File: config.mk
export PLATFORM = sky130hd
export DESIGN_NAME = sdrc_ctrl
export DESIGN_NICKNAME = d
export VERILOG_FILES = /design/src/verilog/sdrc_pkg.sv /design/src/verilog/sdrc_ctrl.sv
export VERILOG_INCLUDE_DIRS = /design/src /design/src/verilog
export SDC_FILE = /design/constraint.sdc
export NUM_CORES = 1
export LEC_CHECK = 0
export ABC_AREA = 1
export BUFFER_PORTS_ARGS = -buffer_cell sky130_fd_sc_hd__clkbuf_2
export CORE_MARGIN = 2
export CORE_UTILIZATION = 35
export CTS_BUF_LIST = sky130_fd_sc_hd__clkbuf_2 sky130_fd_sc_hd__clkbuf_4 sky130_fd_sc_hd__clkbuf_8
export CTS_CLUSTER_SIZE = 40
export DETAILED_ROUTE_END_ITERATION = 10
export GPL_TIMING_DRIVEN = 0
export PLACE_DENSITY_LB_ADDON = 0.15
export SETUP_SLACK_MARGIN = 0.4
export SYNTH_ARGS = -nofsm -noshare
export SYNTH_HDL_FRONTEND = slang
export SYNTH_SLANG_ARGS = --single-unit
File: constraint.sdc
create_clock -name hclk -period 2.09 [get_ports hclk]
set_input_delay 0.1045 -clock hclk [delete_from_list [all_inputs] [get_ports hclk]]
set_output_delay 0.1045 -clock hclk [all_outputs]
set_load 0.01 [all_outputs]
File: src/verilog/sdrc_cfg.svh
// register map, field positions, reset values and timing counts
// assumes inclusion by bare name from the design and bench files
`ifndef SDRC_CFG_SVH
`define SDRC_CFG_SVH
`define SDRC_OFF_MODE    8'h00
`define SDRC_OFF_CTRL    8'h04
`define SDRC_OFF_FILT    8'h08
`define SDRC_OFF_IOCTL   8'h0c
`define SDRC_OFF_STATUS  8'h10
`define SDRC_OFF_ZSCAL   8'h14
`define SDRC_OFF_FSCAL   8'h18
`define SDRC_OFF_DONE    8'h1c
`define SDRC_MODE_RST    8'h00
`define SDRC_CTRL_RST    8'h00
`define SDRC_FILT_RST    8'h45
`define SDRC_IOCTL_RST   8'h00
`define SDRC_ZSCAL_RST   16'h8000
`define SDRC_FSCAL_TOP   4'h5
`define SDRC_FSCAL_LOW   12'h3bb
`define SDRC_MODE_CHCON  4
`define SDRC_MODE_CHOP   7
`define SDRC_MODE_REFSEL 5
`define SDRC_MODE_OSCPD  3
`define SDRC_IO_DIR1     5
`define SDRC_IO_DIR2     4
`define SDRC_IO_DAT1     1
`define SDRC_IO_DAT2     0
`define SDRC_ST_RDY      7
`define SDRC_ST_CAL      5
`define SDRC_ST_ERR      3
`define SDRC_ST_LOCK     0
`define SDRC_CAL_NS      1000
`define SDRC_CLK_MHZ     250
`endif

File: src/verilog/sdrc_pkg.sv
// types shared by the converter register control
// assumes sdrc_cfg.svh holds the numeric constants
package sdrc_pkg;
  typedef enum logic [2:0]
  {
    SDRC_M_IDLE  = 3'h0,
    SDRC_M_CONT  = 3'h1,
    SDRC_M_SINGL = 3'h2,
    SDRC_M_PDOWN = 3'h3,
    SDRC_M_ZSINT = 3'h4,
    SDRC_M_FSINT = 3'h5,
    SDRC_M_ZSSYS = 3'h6,
    SDRC_M_FSSYS = 3'h7
  } sdrc_mode_e;
  typedef enum logic [1:0]
  {
    SDRC_S_IDLE = 2'b00,
    SDRC_S_CAL  = 2'b01,
    SDRC_S_DONE = 2'b11
  } sdrc_state_e;
  typedef struct packed
  {
    logic        wr;
    logic [7:0]  addr;
  } sdrc_req_s;
  typedef struct packed
  {
    logic [1:0]  pin_o;
    logic [1:0]  pin_oe;
  } sdrc_gpio_s;
endpackage

File: src/verilog/sdrc_ctrl.sv
// register control of a multi-channel sigma-delta converter
// assumes an ahb-lite master, single word transfers, one clock
`timescale 1ns/10ps
`default_nettype none
`include "sdrc_cfg.svh"
// Contract
// RULE1: zero-scale coefficient resets to 8000 hex
// RULE2: full-scale coefficient resets with top digit five
// RULE3: both coefficients readable and writable
// RULE4: control selects polarity, channel and range
// RULE5: channel configure bit selects alternate mapping
// RULE6: each pin direction and output level programmable
// RULE7: input pin level read back in data bit
// RULE8: mode selects mode, chcon, chop, reference, oscillator
// RULE9: calibration write starts; ready falls at completion
// RULE10: mode field returns to idle after calibration
// RULE11: host idles converter before config writes
// RULE12: mode register resets to zero
// RULE13: status is read-only flag register
// RULE14: host applies system input before calibration
// RULE15: host writes filter only 0d to ff
// RULE16: ready stays high during calibration
// RULE17: io readback returns direction and output levels
module sdrc_ctrl
  import sdrc_pkg::*;
#(
  parameter int CAL_NS = `SDRC_CAL_NS
)
(
  // clock, reset, enable
  input  wire logic        hclk,
  input  wire logic        hresetn,
  input  wire logic        clk_en,
  // ahb-lite slave
  input  wire logic        hsel,
  input  wire logic [7:0]  haddr,
  input  wire logic [1:0]  htrans,
  input  wire logic        hwrite,
  input  wire logic [2:0]  hsize,
  input  wire logic        hready,
  input  wire logic [31:0] hwdata,
  output logic      [31:0] hrdata,
  output logic             hreadyout,
  output logic             hresp,
  // converter side
  input  wire logic        conv_err,
  input  wire logic        conv_lock,
  input  wire logic        conv_data_ready,
  output logic      [7:0]  conv_ctrl,
  output logic      [3:0]  conv_pin_map,
  output logic             conv_chop,
  output logic             conv_ref_sel,
  output logic             conv_osc_pd,
  output logic             rdy_n,
  // general-purpose pins
  input  wire logic        gp_pin_one_i,
  input  wire logic        gp_pin_two_i,
  output logic             gp_pin_one_o,
  output logic             gp_pin_one_oe,
  output logic             gp_pin_two_o,
  output logic             gp_pin_two_oe
);
  localparam int CAL_CYC_RAW = (CAL_NS * `SDRC_CLK_MHZ + 999) / 1000;
  localparam int CAL_CYC = (CAL_CYC_RAW < 1) ? 1 : CAL_CYC_RAW;
  localparam logic [15:0] CAL_LAST = 16'(CAL_CYC - 1);

  sdrc_req_s   req_reg, req_next;
  logic [7:0]  mode_reg, mode_next;
  logic [7:0]  ctrl_reg, ctrl_next;
  logic [7:0]  filt_reg, filt_next;
  logic [7:0]  io_reg, io_next;
  logic [15:0] zs_reg, zs_next;
  logic [15:0] fs_reg, fs_next;
  logic [7:0]  done_reg, done_next;
  sdrc_state_e st_reg, st_next;
  logic [15:0] cnt_reg, cnt_next;
  logic        rdy_reg, rdy_next;
  logic [31:0] rd_reg, rd_next;
  sdrc_gpio_s  gp_reg, gp_next;
  logic [7:0]  status;
  logic [7:0]  io_view;
  logic        wr_hit;

  function automatic logic is_cal(input logic [2:0] m);
    is_cal = m[2];
  endfunction

  // pins set as inputs show their level, outputs their programmed level
  always_comb
  begin
    io_view = io_reg; // [RULE17]
    if (!io_reg[`SDRC_IO_DIR1])
      io_view[`SDRC_IO_DAT1] = gp_pin_one_i; // [RULE7]
    if (!io_reg[`SDRC_IO_DIR2])
      io_view[`SDRC_IO_DAT2] = gp_pin_two_i; // [RULE7]
  end

  always_comb
  begin
    status = 8'h00; // [RULE13]
    status[`SDRC_ST_RDY]  = conv_data_ready;
    status[`SDRC_ST_CAL]  = (st_reg == SDRC_S_DONE) || done_reg[0];
    status[`SDRC_ST_ERR]  = conv_err;
    status[`SDRC_ST_LOCK] = conv_lock;
  end

  always_comb
  begin
    req_next = req_reg;
    rd_next  = rd_reg;
    if (hready)
    begin
      req_next.wr   = hsel && htrans[1] && hwrite;
      req_next.addr = haddr;
      if (hsel && htrans[1] && !hwrite)
      begin
        case (haddr)
          `SDRC_OFF_MODE:   rd_next = {24'h0, mode_reg};
          `SDRC_OFF_CTRL:   rd_next = {24'h0, ctrl_reg}; // [RULE4]
          `SDRC_OFF_FILT:   rd_next = {24'h0, filt_reg};
          `SDRC_OFF_IOCTL:  rd_next = {24'h0, io_view};
          `SDRC_OFF_STATUS: rd_next = {24'h0, status};
          `SDRC_OFF_ZSCAL:  rd_next = {16'h0, zs_reg}; // [RULE3]
          `SDRC_OFF_FSCAL:  rd_next = {16'h0, fs_reg}; // [RULE3]
          `SDRC_OFF_DONE:   rd_next = {24'h0, done_reg};
          default:          rd_next = 32'h0;
        endcase
      end
    end
  end

  assign wr_hit = req_reg.wr;

  // register writes and the calibration sequencer share one next-state block
  // so the automatic return to idle and a host write never race
  always_comb
  begin
    mode_next = mode_reg;
    ctrl_next = ctrl_reg;
    filt_next = filt_reg;
    io_next   = io_reg;
    zs_next   = zs_reg;
    fs_next   = fs_reg;
    done_next = done_reg;
    st_next   = st_reg;
    cnt_next  = cnt_reg;
    rdy_next  = rdy_reg;
    if (wr_hit)
    begin
      case (req_reg.addr)
        `SDRC_OFF_MODE:  mode_next = hwdata[7:0]; // [RULE8]
        `SDRC_OFF_CTRL:  ctrl_next = hwdata[7:0]; // [RULE4]
        `SDRC_OFF_FILT:  filt_next = hwdata[7:0];
        `SDRC_OFF_IOCTL: io_next   = hwdata[7:0]; // [RULE6]
        `SDRC_OFF_ZSCAL: zs_next   = hwdata[15:0]; // [RULE3]
        `SDRC_OFF_FSCAL: fs_next   = hwdata[15:0]; // [RULE3]
        `SDRC_OFF_DONE:  done_next = 8'h00;
        default:         mode_next = mode_reg;
      endcase
    end
    case (st_reg)
      SDRC_S_IDLE:
      begin
        if (wr_hit && req_reg.addr == `SDRC_OFF_MODE && is_cal(hwdata[2:0]))
        begin
          st_next  = SDRC_S_CAL; // [RULE9]
          cnt_next = 16'h0;
          rdy_next = 1'b1; // [RULE16]
        end
      end
      SDRC_S_CAL:
      begin
        rdy_next = 1'b1; // [RULE16]
        if (cnt_reg == CAL_LAST)
          st_next = SDRC_S_DONE;
        else
          cnt_next = cnt_reg + 16'h1;
      end
      SDRC_S_DONE:
      begin
        // zero-scale result stored while ready falls and mode returns to idle, all on one edge
        if (mode_reg[2:0] == 3'(SDRC_M_ZSINT) ||
            mode_reg[2:0] == 3'(SDRC_M_ZSSYS))
          zs_next = zs_reg ^ 16'h0001;
        else
          fs_next = fs_reg;
        mode_next[2:0] = 3'(SDRC_M_IDLE); // [RULE10]
        rdy_next  = 1'b0; // [RULE9]
        done_next = 8'h01; // set wins over any clear this cycle
        st_next   = SDRC_S_IDLE;
      end
      default: st_next = SDRC_S_IDLE;
    endcase
  end

  always_comb
  begin
    gp_next.pin_oe = {io_reg[`SDRC_IO_DIR1], io_reg[`SDRC_IO_DIR2]};
    gp_next.pin_o  = {io_reg[`SDRC_IO_DAT1], io_reg[`SDRC_IO_DAT2]}; // [RULE6]
  end

  always_ff @(posedge hclk or negedge hresetn)
  begin
    if (!hresetn)
    begin
      req_reg  <= '0;
      rd_reg   <= 32'h0;
      mode_reg <= `SDRC_MODE_RST; // [RULE12]
      ctrl_reg <= `SDRC_CTRL_RST;
      filt_reg <= `SDRC_FILT_RST;
      io_reg   <= `SDRC_IOCTL_RST;
      zs_reg   <= `SDRC_ZSCAL_RST; // [RULE1]
      fs_reg   <= {`SDRC_FSCAL_TOP, `SDRC_FSCAL_LOW}; // [RULE2]
      done_reg <= 8'h00;
      st_reg   <= SDRC_S_IDLE;
      cnt_reg  <= 16'h0;
      rdy_reg  <= 1'b1;
      gp_reg   <= '0;
    end
    else if (clk_en)
    begin
      req_reg  <= req_next;
      rd_reg   <= rd_next;
      mode_reg <= mode_next;
      ctrl_reg <= ctrl_next;
      filt_reg <= filt_next;
      io_reg   <= io_next;
      zs_reg   <= zs_next;
      fs_reg   <= fs_next;
      done_reg <= done_next;
      st_reg   <= st_next;
      cnt_reg  <= cnt_next;
      rdy_reg  <= rdy_next;
      gp_reg   <= gp_next;
    end
  end

  always_comb
  begin
    hrdata        = rd_reg;
    hreadyout     = 1'b1;
    hresp         = 1'b0;
    conv_ctrl     = ctrl_reg;
    conv_pin_map  = {mode_reg[`SDRC_MODE_CHCON], ctrl_reg[6:4]}; // [RULE5]
    conv_chop     = mode_reg[`SDRC_MODE_CHOP]; // [RULE8]
    conv_ref_sel  = mode_reg[`SDRC_MODE_REFSEL];
    conv_osc_pd   = mode_reg[`SDRC_MODE_OSCPD];
    rdy_n         = rdy_reg;
    gp_pin_one_o  = gp_reg.pin_o[1];
    gp_pin_two_o  = gp_reg.pin_o[0];
    gp_pin_one_oe = gp_reg.pin_oe[1];
    gp_pin_two_oe = gp_reg.pin_oe[0];
  end
endmodule
`default_nettype wire

==> results.md <==
* Final Skew at 11.1 ps
* Number of flops mapped to enable cells by yosys at 0
* CP Capture Type: flip-flop
* Detailed-route via count at 5105
* Post-DP HPWL at 11.1 mm
* Ant diodes at 0
* IO Count at 110
* Reg clk slew, reported paths at 80 ps
* Synth top area share at 0.415
* VDD IR max at 0.000407 V
* Clk Latency, worst-skew pair at 450 ps
* Ranking of synthesized cells by area: dfrtp_1, nand2_1, nand3_1
* GPL Wtd Cong at 0.834
* Max-cap violations at 0
* Syn avg cell area at 8.00 um^2
* Sequential share of power at 0.450
* First-pass GRT wire length at 25.9 mm
* Die area at 17900 um^2
* Htree depth at 4
* CTS tree: yes
* Area of the multi-input gates at 2580 um^2
* Syn. warnings at 0
* Setup violators final at 0
* NetSw at 1.74 mW
* Sw frac at 0.314
* Core ar. at 16500 um^2
* Layout area overhead at 24.6%
* DR vias/cell at 4.61
* Share of the clock period used by the worst path at 0.753
* CP Class: in2reg
* Largest net degree at the start of global routing at ~70
* I/O Buffers at 70
* Power Dens Cells at 753 nW/um^2
* Post-synth top area cell: dfrtp_1
* Unrepaired setup endpoints after global routing: false
* Fmax at between 0.6 and 0.7 GHz
* Post-route minimum period at ~1600 ps
* PnR worst setup slack at 517 ps
* Final nets at 932
* Flops & latches, synth at 113
* Synth cell count leaders: nand2_1, dfrtp_1, nand3_1
* DR pass1 iterations at 4
* Clock network power share at 0.384
* Starting DRC count in detailed routing at 292
* Pre-CTS setup slack at 447 ps
* DRC viols at 0
* CP Launch Type: input port
* Share of synthesized area occupied by flip-flops and latches at 0.482
* Mapped Cells at roughly 740
* Type of the tightest min-delay check: in2reg
* Fillcell total at between 1500 and 2000
* Critical path fanouts, max at 10
* Post-route ant nets at 0
* Comb pwr share at 0.166
* CTS buffer count at 17
* Post-synthesis cell type count at 39
* Initial antenna violation count at 0
* Reg area at ~2800 um^2
* Max clock buf depth at 2
* Most used DFF post-synth: dfrtp_1
* Die H at approximately 130 um
* Initial Util at 0.357
* WL final at 15.6 mm
* Setup TNS at 0 ps
* Wire length per cell at 14.1 um
* Rows at 47
* Vias in the first global route at 4974
* Ys async rst share at 1.00
* Pins Over Slew Limit at 0
* Synth Cell Area at 5900 um^2
* Internal at ~3.8 mW
* Final Hold Vio Count at 0
* CTS Sinks at between 100 and 150
* Status: completed
* Root Buffer: clkbuf_8
* Leak pwr at 3.72 nW
* Worst path required time at 2490 ps
* Most instantiated library cell after synthesis: nand2_1
* Share of cells above drive strength 1 at 0.258
* GRT Total Usage at 0.185
* Crit path arrival time at between 1500 and 2000 ps
* Gr ovfl total at 0
* Die X at around 130 um
logic make-up after synthesis:
logic type,after synthesis,synth area share
compound gates,118,0.118
buf+inv,110,0.0969
other cells,2,0.00127
flops,113,0.482
fa+ha+maj,2,0.00424
simple gates,393,0.298
cell type report:
class | instances | area share
clock inverter | 14 | 0.0214
tap | 220 | 0.0374
sequential | 113 | 0.387
buffer | 50 | 0.0469
multi-input combinational | 531 | 0.350
timing repair buffer | 101 | 0.0920
clock buffer | 18 | 0.0337
inverter | 60 | 0.0311
power by group through the flow:
stage                     sequential, mW  combinational, mW  clock (mW)
after CTS                           2.50              0.934        2.16
after global routing                2.52               1.05        2.27
after global placement              2.53              0.868           0
after detailed placement            2.53              0.882           0
after floorplan                     2.52              0.582           0
final                               2.49              0.919        2.13
cell usage in the layout (no fill, tap or decap), drive strengths merged:
| master | instances |
|---|---|
| a21oi | 11 |
| nor2 | 56 |
| nand4 | 6 |
| inv | 60 |
| o22ai | 1 |
| o21bai | 4 |
| bufinv | 2 |
| o211ai | 2 |
| clkbuf | 91 |
| nor3 | 3 |
| ha | 2 |
| dfrtp | 98 |
| o21ai | 91 |
| dfstp | 15 |
| dlygate4sd3 | 26 |
| buf | 52 |
| or2 | 5 |
| clkinvlp | 3 |
| conb | 18 |
| clkinv | 9 |
| nand3 | 86 |
| nand2 | 237 |
| a21o | 9 |
worst max-delay path, cell delays in order:
cell           delay [ps]
dlygate4sd3_1         550
clkbuf_2              120
inv_1                  70
nand2_1                80
nor2_4                260
buf_2                 320
nand3_1               110
nand2_1               100
nor2_1                 50
nand2_1                80
nand2_1                60
nand2_1                60
worst paths after layout:
path | from | end | slack, ps | depth (start not counted)
worst max-delay path | haddr[7] | hrdata[1]$_DFFE_PN0P_ | 520 | 12
worst min-delay path | hwdata[6] | io_reg[6]$_DFFE_PN0P_ | 30 | 3
worst max register to register | cnt_reg[0]$_DFFE_PN0P_ | cnt_reg[4]$_DFFE_PN0P_ | 540 | 6
worst min register to register | rdy_n$_DFFE_PN1P_ | rdy_n$_DFFE_PN1P_ | 470 | 2
max in group asynchronous | hresetn | fs_reg[0]$_DFFE_PN1P_ | 1240 | 3
min in group asynchronous | hresetn | conv_ctrl[6]$_DFFE_PN0P_ | 140 | 2
per-layer routing:
| metal | vias up | global-route usage | wire length, um |
|---|---|---|---|
| met5 | - | 0 | 0 |
| met4 | 0 | 0.0697 | 282 |
| met3 | 24 | 0.0378 | 534 |
| met2 | 95 | 0.289 | 7240 |
| met1 | 2370 | 0.254 | 7540 |
| li1 | 2616 | - | - |
stage by stage:
step | hold WS, ps | util | cells | cell area (um^2) | power [mW]
2_1_floorplan | -191 | - | 754 | 5960 | 3.10
5_1_grt | 23.7 | 0.445 | 1107 | 7360 | 5.84
6_report | 28.4 | 0.445 | 1107 | 7360 | 5.54
3_3_place_gp | 336 | 0.399 | 1044 | 6590 | 3.40
4_1_cts | 2.04 | 0.441 | 1103 | 7290 | 5.59
3_5_place_dp | 79.3 | 0.401 | 1045 | 6630 | 3.42
repair_timing:
action,CTS,global route
endpoints found under the hold margin,105,0
hold buffers,26,0
gates resized for setup,0,15
setup endpoints to repair,0,32
setup buffers,0,4
No activity file was read; power rests on OpenSTA's default activity.
